===== src/include/scsw_pkg.sv =====
// ----------------------------------------
// switch control constants
// ----------------------------------------
package scsw_pkg;

  localparam int unsigned CLK_HZ          = 250_000_000;
  localparam int unsigned HZ_PER_KHZ      = 1000;
  localparam int unsigned AUTH_OFF_MIN_MS = 1000;
  // least off time, rounded down to whole cycles
  localparam int unsigned AUTH_OFF_MIN_CYCLES =
    ((CLK_HZ / HZ_PER_KHZ) * AUTH_OFF_MIN_MS);

  localparam int unsigned NUM_CH_DEF = 4;
  localparam int unsigned KB_W_DEF   = 8;
  localparam int unsigned CNT_W      = 32;

  localparam int unsigned SEL_CH_RST   = 0;
  localparam logic        AUTH_PWR_RST = 1'b1;

  typedef enum logic [1:0] {
    SCSW_MECH_BUTTON = 2'b00,
    SCSW_MECH_TOUCH  = 2'b01,
    SCSW_MECH_MOUSE  = 2'b10,
    SCSW_MECH_NONE   = 2'b11
  } scsw_mech_t;

  typedef enum logic [1:0] {
    SCSW_IDLE     = 2'b00,
    SCSW_PURGE    = 2'b01,
    SCSW_AUTH_OFF = 2'b10
  } scsw_state_t;

endpackage


===== src/design/scsw_ctrl.sv =====
// Behaviour
// RULE1: channel change power-cycles auth port, off >=1s
// RULE2: no power cycle when auth function emulated
// RULE3: off interval may be set longer
// RULE4: user data held only in volatile flops
// RULE5: configuration may persist, kept outside block
// RULE6: channel change clears pending keyboard words
// RULE7: purge after select, before new transfers
// RULE8: change channel only on authorized request
// RULE9: buttons, touch screen, mouse are authorized
// RULE10: no hotkey, scan or voice switching
// RULE11: exactly one mechanism enabled; others ignored; code also allows none (SCSW_MECH_NONE)
// RULE12: no computer path controls the switch
// RULE13: off time counted from clock, never below 1s
`timescale 1ns/1ps

module scsw_ctrl #(
  parameter int unsigned NUM_CH              = scsw_pkg::NUM_CH_DEF,
  parameter int unsigned CH_W                = (NUM_CH > 1) ? $clog2(NUM_CH) : 1,
  parameter int unsigned KB_W                = scsw_pkg::KB_W_DEF,
  parameter int unsigned AUTH_OFF_MIN_CYCLES = scsw_pkg::AUTH_OFF_MIN_CYCLES
) (
  input  wire logic                       clk,
  input  wire logic                       sys_rst,
  input  wire logic [NUM_CH-1:0]          button_press,
  input  wire logic [1:0]                 mech_sel,
  input  wire logic                       touch_req_valid,
  input  wire logic [CH_W-1:0]            touch_req_ch,
  input  wire logic                       mouse_req_valid,
  input  wire logic [CH_W-1:0]            mouse_req_ch,
  input  wire logic                       auth_emulated,
  input  wire logic [scsw_pkg::CNT_W-1:0] auth_off_cfg,
  input  wire logic                       kb_in_valid,
  input  wire logic [KB_W-1:0]            kb_in_data,
  output logic                            kb_in_ready,
  output logic                            kb_out_valid,
  output logic [KB_W-1:0]                 kb_out_data,
  input  wire logic                       kb_out_ready,
  output logic [CH_W-1:0]                 sel_ch,
  output logic                            auth_pwr_en,
  output logic                            switch_busy
);

  // ----------------------------------------
  // declarations
  // ----------------------------------------
  localparam logic [scsw_pkg::CNT_W-1:0] OFF_MIN =
    scsw_pkg::CNT_W'(AUTH_OFF_MIN_CYCLES);
  localparam logic [CH_W:0] CH_LIMIT = (CH_W + 1)'(NUM_CH);
  localparam logic [CH_W-1:0] SEL_RST = CH_W'(scsw_pkg::SEL_CH_RST);

  // button pipeline, one bit per channel
  logic [NUM_CH-1:0]          btn_meta;
  logic [NUM_CH-1:0]          btn_sync;
  logic [NUM_CH-1:0]          btn_prev;
  logic [NUM_CH-1:0]          next_btn_meta;
  logic [NUM_CH-1:0]          next_btn_sync;
  logic [NUM_CH-1:0]          next_btn_prev;
  logic [NUM_CH-1:0]          btn_rise;
  logic                       btn_hit;
  logic [CH_W-1:0]            btn_ch;

  // request path
  logic                       req_valid;
  logic [CH_W-1:0]            req_ch;
  logic                       req_in_range;
  logic                       req_new_ch;
  logic                       seq_idle;
  logic                       req_ok;
  logic [scsw_pkg::CNT_W-1:0] off_load;

  // switch, timer and keyboard hold state
  scsw_pkg::scsw_state_t      state;
  scsw_pkg::scsw_state_t      next_state;
  logic [CH_W-1:0]            next_sel_ch;
  logic [scsw_pkg::CNT_W-1:0] off_cnt;
  logic [scsw_pkg::CNT_W-1:0] next_off_cnt;
  logic                       off_done;
  logic                       next_auth_pwr_en;
  logic                       hold_valid;
  logic                       next_hold_valid;
  logic [KB_W-1:0]            next_kb_out_data;

  // ----------------------------------------
  // front-panel button synchroniser
  // ----------------------------------------
  // two flops per pin, a third for the edge
  for (genvar g = 0; g < NUM_CH; g++) begin : g_btn
    always_comb begin
      next_btn_meta[g] = button_press[g];
      next_btn_sync[g] = btn_meta[g];
      next_btn_prev[g] = btn_sync[g];
    end

    always_ff @(posedge clk) begin
      if (sys_rst) begin
        btn_meta[g] <= 1'b0;
        btn_sync[g] <= 1'b0;
        btn_prev[g] <= 1'b0;
      end else begin
        btn_meta[g] <= next_btn_meta[g];
        btn_sync[g] <= next_btn_sync[g];
        btn_prev[g] <= next_btn_prev[g];
      end
    end

    // press seen as a rising edge
    assign btn_rise[g] = btn_sync[g] & ~btn_prev[g];
  end

  // lowest newly pressed button wins
  always_comb begin
    btn_hit = 1'b0;
    btn_ch  = '0;
    for (int i = NUM_CH - 1; i >= 0; i--) begin
      if (btn_rise[i]) begin
        btn_hit = 1'b1;
        btn_ch  = CH_W'(i);
      end
    end
  end

  // ----------------------------------------
  // request source selection
  // ----------------------------------------
  // only physical-touch sources have ports at all
  always_comb begin
    req_valid = 1'b0; // RULE10
    req_ch    = '0;
    unique case (scsw_pkg::scsw_mech_t'(mech_sel)) // RULE11
      scsw_pkg::SCSW_MECH_BUTTON: begin
        req_valid = btn_hit; // RULE9
        req_ch    = btn_ch;
      end
      scsw_pkg::SCSW_MECH_TOUCH: begin
        req_valid = touch_req_valid; // RULE9
        req_ch    = touch_req_ch;
      end
      scsw_pkg::SCSW_MECH_MOUSE: begin
        req_valid = mouse_req_valid; // RULE9
        req_ch    = mouse_req_ch;
      end
      scsw_pkg::SCSW_MECH_NONE: begin
        req_valid = 1'b0;
        req_ch    = '0;
      end
    endcase
  end

  // ----------------------------------------
  // request qualification
  // ----------------------------------------
  // channel must exist and differ from the current one
  assign req_in_range = ({1'b0, req_ch} < CH_LIMIT);
  assign req_new_ch   = (req_ch != sel_ch);
  // requests during a running switch are dropped, not queued
  assign seq_idle     = (state == scsw_pkg::SCSW_IDLE);

  // no keyboard or host input reaches this decision
  assign req_ok = req_valid // RULE8
                  && req_in_range
                  && req_new_ch
                  && seq_idle; // RULE12

  // ----------------------------------------
  // off time setting
  // ----------------------------------------
  // setting lives outside; clamped to the least time
  assign off_load = (auth_off_cfg > OFF_MIN) ? auth_off_cfg : OFF_MIN; // RULE3 RULE5

  // ----------------------------------------
  // keyboard handshake
  // ----------------------------------------
  // no word moves either way while the purge runs
  assign kb_in_ready  = !hold_valid && (state != scsw_pkg::SCSW_PURGE);
  assign kb_out_valid = hold_valid && (state != scsw_pkg::SCSW_PURGE); // RULE7
  assign switch_busy  = !seq_idle;

  // ----------------------------------------
  // keyboard hold register
  // ----------------------------------------
  // one word deep; a word caught by a switch is dropped
  always_comb begin
    next_hold_valid  = hold_valid;
    next_kb_out_data = kb_out_data;

    if (kb_out_valid && kb_out_ready) begin
      next_hold_valid = 1'b0;
    end
    if (kb_in_valid && kb_in_ready) begin
      next_hold_valid  = 1'b1;
      next_kb_out_data = kb_in_data;
    end

    // selection already moved; drop stale word
    if (state == scsw_pkg::SCSW_PURGE) begin
      next_hold_valid  = 1'b0; // RULE6
      next_kb_out_data = '0; // RULE4
    end
  end

  // user data sits only in flops, gone with power
  always_ff @(posedge clk) begin
    if (sys_rst) begin
      hold_valid  <= 1'b0;
      kb_out_data <= '0; // RULE4
    end else begin
      hold_valid  <= next_hold_valid;
      kb_out_data <= next_kb_out_data;
    end
  end

  // ----------------------------------------
  // switch sequence
  // ----------------------------------------
  always_comb begin
    next_state  = state;
    next_sel_ch = sel_ch;

    unique case (state)
      scsw_pkg::SCSW_IDLE: begin
        if (req_ok) begin
          next_sel_ch = req_ch; // RULE8
          next_state  = scsw_pkg::SCSW_PURGE;
        end
      end
      scsw_pkg::SCSW_PURGE: begin
        // emulated auth function keeps its power
        if (auth_emulated) begin
          next_state = scsw_pkg::SCSW_IDLE; // RULE2
        end else begin
          next_state = scsw_pkg::SCSW_AUTH_OFF;
        end
      end
      scsw_pkg::SCSW_AUTH_OFF: begin
        if (off_done) begin
          next_state = scsw_pkg::SCSW_IDLE;
        end
      end
      default: begin
        next_state = scsw_pkg::SCSW_IDLE;
      end
    endcase
  end

  // switch state volatile, cleared by reset
  always_ff @(posedge clk) begin
    if (sys_rst) begin
      state  <= scsw_pkg::SCSW_IDLE;
      sel_ch <= SEL_RST;
    end else begin
      state  <= next_state;
      sel_ch <= next_sel_ch;
    end
  end

  // ----------------------------------------
  // auth port power timer
  // ----------------------------------------
  // counter holds the cycles still to run with power off
  assign off_done = (off_cnt == '0);

  always_comb begin
    next_off_cnt     = off_cnt;
    next_auth_pwr_en = auth_pwr_en;

    unique case (state)
      scsw_pkg::SCSW_IDLE: begin
        next_off_cnt = '0;
      end
      scsw_pkg::SCSW_PURGE: begin
        if (!auth_emulated) begin
          next_auth_pwr_en = 1'b0; // RULE1
          next_off_cnt     = off_load - 1'b1; // RULE13
        end
      end
      scsw_pkg::SCSW_AUTH_OFF: begin
        // power returns in the cycle the switch ends
        if (off_done) begin
          next_auth_pwr_en = 1'b1; // RULE1
        end else begin
          next_off_cnt = off_cnt - 1'b1; // RULE13
        end
      end
      default: begin
        next_off_cnt     = '0;
        next_auth_pwr_en = 1'b1;
      end
    endcase
  end

  // off count loaded fresh per switch, never kept
  always_ff @(posedge clk) begin
    if (sys_rst) begin
      off_cnt     <= '0;
      auth_pwr_en <= scsw_pkg::AUTH_PWR_RST;
    end else begin
      off_cnt     <= next_off_cnt;
      auth_pwr_en <= next_auth_pwr_en;
    end
  end

endmodule


===== config.mk =====
export PLATFORM = sky130hd
export DESIGN_NAME = scsw_ctrl
export DESIGN_NICKNAME = d
export VERILOG_FILES = /design/src/include/scsw_pkg.sv /design/src/design/scsw_ctrl.sv
export SDC_FILE = /design/constraint.sdc
export NUM_CORES = 1
export LEC_CHECK = 0
export BUFFER_PORTS_ARGS = -buffer_cell sky130_fd_sc_hd__buf_2
export CAP_MARGIN = 30
export CORE_MARGIN = 8
export CORE_UTILIZATION = 60
export DETAILED_ROUTE_END_ITERATION = 7
export GPL_TIMING_DRIVEN = 0
export MAX_ROUTING_LAYER = met4
export PLACE_DENSITY = 0.93
export SYNTH_ARGS = -nofsm -noshare
export SYNTH_HDL_FRONTEND = slang
export SYNTH_SLANG_ARGS = --single-unit

===== constraint.sdc =====
create_clock -name clk -period 8.2 [get_ports clk]
set_clock_uncertainty 0.05 [all_clocks]
set_input_delay 0.82 -clock clk [delete_from_list [all_inputs] [get_ports clk]]
set_output_delay 0.82 -clock clk [all_outputs]
set_load 0.05 [all_outputs]

==> results by group <==
Min path
  • Type of the most critical hold path: flip-flop to flip-flop

Detailed routing
  • Iteration-0 DRC count of the detailed router: 462
  • Vias per cell: approximately 6.7
  • Vias post-DR: 4,216
  • Average routed wire per standard cell: 20.4 µm
  • First drt pass iteration count: 6
  • Remaining DRCs: 0
  • Routed wire length: roughly 13,000 µm
  • Post-route antenna net violation count: 0

Synth
  • Mapped Avg Cell Area: 7.90 µm²
  • Top_reg_cell synth: dfxtp_1
  • Post-synthesis share of cell area spent on full adders, half adders and majority gates: 1.35%
  • Warning count from the yosys run: 0
  • Number of library cell types mapped by synthesis: 69
  • Count of flip-flops with a built-in enable after synthesis: 0
  • Fraction of registers with async set or reset after synthesis: 0%
  • Simple-gate share of the synthesized area: ~29%
  • Synth Cell Area: about 3700 µm²
  • XOR/XNOR Fraction of Synth Area: 4.03%
  • Number of nets in the synthesized netlist: between 500 and 600
  • Cells after Synth: around 470
  • Seq/Total Area, Yosys: 31.4%
  • Combinational family with the most area after synthesis: simple AND/OR/NAND/NOR gates
  • Complex-gate fraction of the synthesized area: 24.0%
  • Flop and latch count out of synthesis: 58
  • Multiplexer area fraction after synthesis: 4.97%

Pwr
  • Peak ir drop on the vdd network: 0.140 mV
  • Portion of total power attributed to the clock network: 35.9%
  • Power density of the placed cells: 195 nW/µm²
  • Power spent charging and discharging nets: roughly 0.3 mW
  • Part of the power in combinational logic: about a quarter
  • Reported leakage power: 1.76 nW
  • Switching Fraction: 34.3%
  • Sequential share of power: roughly 38%
  • Internal Power: ~0.56 mW

Floorplanning
  • Die ar.: 8930 µm²
  • Horiz. Die Dim: 94.5 µm
  • Row cnt: 28
  • Area inside the core boundary: 5960 µm²
  • Overall die height: about 95 µm
  • Initial Util: 62.1%
  • Num ports: between 70 and 80

GRT
  • GRT Residual Overflow: 0
  • Overall track demand over capacity in global routing: 29.4%
  • Largest net degree at the start of global routing: 12
  • Initial antenna violation count: 0
  • Vias in the first global route: about 4,000
  • Global-route wire length before repair: roughly 20,000 µm

Clock tree
  • Number of cells upsized or downsized after cts: 0
  • Number of setup buffers added after CTS: 0
  • CTS root buf: clkbuf_8
  • TritonCTS Buffers: 9
  • Maximum number of buffers from clock root to sink: 2
  • Total clock sinks: 58
  • Worst skew pair latency: 0.36 ns
  • Number of buffers inserted by hold repair at cts: 0
  • H-tree depth: 3
  • Clock Pin Slew Worst Setup and Hold Paths: 0.07 ns
  • CTS tree: yes

Timing
  • Number of setup violations in the final report: 0
  • Fraction of the cycle the final worst path needs: roughly three fifths
  • Slew margin rel.: 31.5%
  • Min Clock Period, post-route: 4.96 ns
  • Achievable frequency: a little over 200 MHz
  • PnR worst setup slack: 3.24 ns
  • Final Hold Violating Endpoints: 0
  • Transition time at the pin with the least slew margin: 1.02 ns
  • Hold Slack: 0.391 ns
  • Setup total negative slack: 0 ns
  • Final max-slew violation count: 0
  • Setup repair after global routing missed its margin: false

Placement
  • HPWL reported at the end of detailed placement: 9630 µm
  • Pre-CTS setup slack: 3.40 ns
  • Weighted congestion reported at the end of routability-driven placement: around 1.0
  • Number of buffer cells added on primary ports: 70
  • Inst Count DP: slightly above 600

Final layout
  • Layout overhead on the synthesized area: 18.1%
  • Fraction of final layout cells sized beyond drive strength 1: roughly a fifth
  • Ant. Diodes: 0
  • Post-route non-filler standard cell count: 629
  • Count of filler cells inserted in the layout: 477
  • Layout Nets: a little over 600

Setup path
  • Worst reg2reg path endpoint: off_cnt[22]
  • Arrival time of data at the critical path endpoint: a little over 5 ns
  • Timing startpoint of the critical path: state[0]
  • WS Path Type: flip-flop to flip-flop
  • Reg-to-reg setup timing slack: 3.24 ns
  • Critical path startpoint category: flip-flop
  • Worst Reg2Reg Path Length in Cells: 17
  • Start of the worst register-to-register path: state[0]
  • Kind of end point of the critical path: flip-flop
  • Required @ worst endpoint: approximately 8.4 ns
  • Worst setup path end: off_cnt[22]
  • Max Fanout on Critical Path: 10

Run status
  • Result of the run: finished clean

Job
  • Max Cap Violations: 0
registers in the layout, summed over array words and instances, names as in the netlist, 2 cells and up:
name         cells
sel_ch           2
kb_out_data      8
btn_prev         4
btn_sync         4
off_cnt         32
btn_meta         4
state            2
per-layer routing:
| layer | global-route usage, % | wire length (µm) | up-vias |
|---|---|---|---|
| met5 | - | 0 | - |
| met4 | 13.5 | 466 | 0 |
| met3 | 5.48 | 1520 | 57 |
| met2 | 45.4 | 5850 | 294 |
| met1 | 36.5 | 5010 | 1966 |
| li1 | - | - | 1899 |
cell type report:
class	count	area (µm²)	share of cell area, %
inverters	15	56.3	1.29
repair buffers	70	350	8.02
clock buffers	10	138	3.15
flip-flops and latches	58	1160	26.6
well taps	75	93.8	2.15
plain buffers	21	149	3.41
clock inverters	6	88.8	2.03
multi-input cells	374	2330	53.4
layout by cell type (no fill, tap or decap), drive strengths merged, types with 13 or more instances in the layout:
cell type	instances
a21oi	22
buf	75
clkbuf	26
dfxtp	58
inv	16
mux2i	15
nand2	49
nor2	46
nor2b	16
nor3	22
nor4	13
o21ai	38
metrics by stage:
stage	power (mW)	instance area (µm²)	util, %
floorplan	0.473	3700	-
global route	0.879	4370	73.4
detailed placement	0.544	4140	69.6
finish	0.854	4370	73.4
CTS	0.845	4370	73.4
global placement	0.536	4140	69.6
power groups by stage:
stage	Sequential (mW)	Combinational (mW)	Clock, mW
final	0.321	0.227	0.307
after global placement	0.324	0.212	0
after global routing	0.322	0.241	0.316
after CTS	0.320	0.221	0.305
after detailed placement	0.326	0.219	0
after floorplan	0.338	0.135	0
cells by family (layout without fill, tap and decap cells):
kind of cell	Yosys count	after routing
simple gates	201	201
xor+xnor	17	17
compound gates	134	134
buf+inv	36	122
flops	58	58
fa+ha+maj	4	4
mux	18	18
worst max-delay path, stage by stage (launching register included):
cell	delay, ns
dfxtp_1	0.33
inv_1	0.09
ha_1	0.26
buf_6	0.18
clkbuf_8	0.19
clkbuf_1	0.53
clkbuf_8	0.31
clkbuf_1	0.51
buf_1	0.55
a22oi_1	0.25
ha_1	0.31
nand3_1	0.12
nor3_1	0.06
a31oi_1	0.43
nor4_4	0.15
and2_1	0.21
xnor2_1	0.12
a22o_1	0.19
Yosys cell counts, types with 3 or more instances:
master | instances | area share, %
xnor2_1 | 12 | 2.8
nand4_1 | 6 | 1.0
a22oi_1 | 9 | 1.8
nor2b_1 | 16 | 2.7
o21ai_0 | 38 | 5.1
nor2_1 | 46 | 4.7
o32a_1 | 3 | 0.81
xor2_1 | 5 | 1.2
nor3_1 | 22 | 3.0
nand2_1 | 49 | 5.0
clkbuf_1 | 10 | 1.0
inv_1 | 15 | 1.5
nand2b_1 | 7 | 1.2
or3_1 | 4 | 0.68
nand3_1 | 9 | 1.2
mux2_2 | 3 | 0.91
ha_1 | 4 | 1.4
nor4b_1 | 3 | 0.71
nor4_1 | 11 | 1.9
a21oi_1 | 22 | 3.0
and3_1 | 4 | 0.68
and2_1 | 4 | 0.68
mux2i_1 | 15 | 4.1
a31oi_1 | 11 | 1.9
o22ai_1 | 8 | 1.4
a22o_1 | 6 | 1.4
clkbuf_8 | 6 | 2.2
dfxtp_1 | 58 | 31
a32oi_1 | 3 | 0.71
worst min-delay path by stage:
| stage | from | end | slack [ns] | depth (start not counted) |
|---|---|---|---|---|
| 5_1_grt | btn_meta[3] | btn_sync[3] | 0.40 | 1 |
| 3_5_place_dp | btn_meta[1] | btn_sync[1] | 0.37 | 1 |
| 4_1_cts | btn_meta[1] | btn_sync[1] | 0.39 | 1 |
| 2_1_floorplan | btn_meta[0] | btn_sync[0] | 0.36 | 1 |
| 3_3_place_gp | btn_meta[2] | btn_sync[2] | 0.36 | 1 |
| 6_report | btn_meta[3] | btn_sync[3] | 0.39 | 1 |
(Power assumes the default switching activity.)
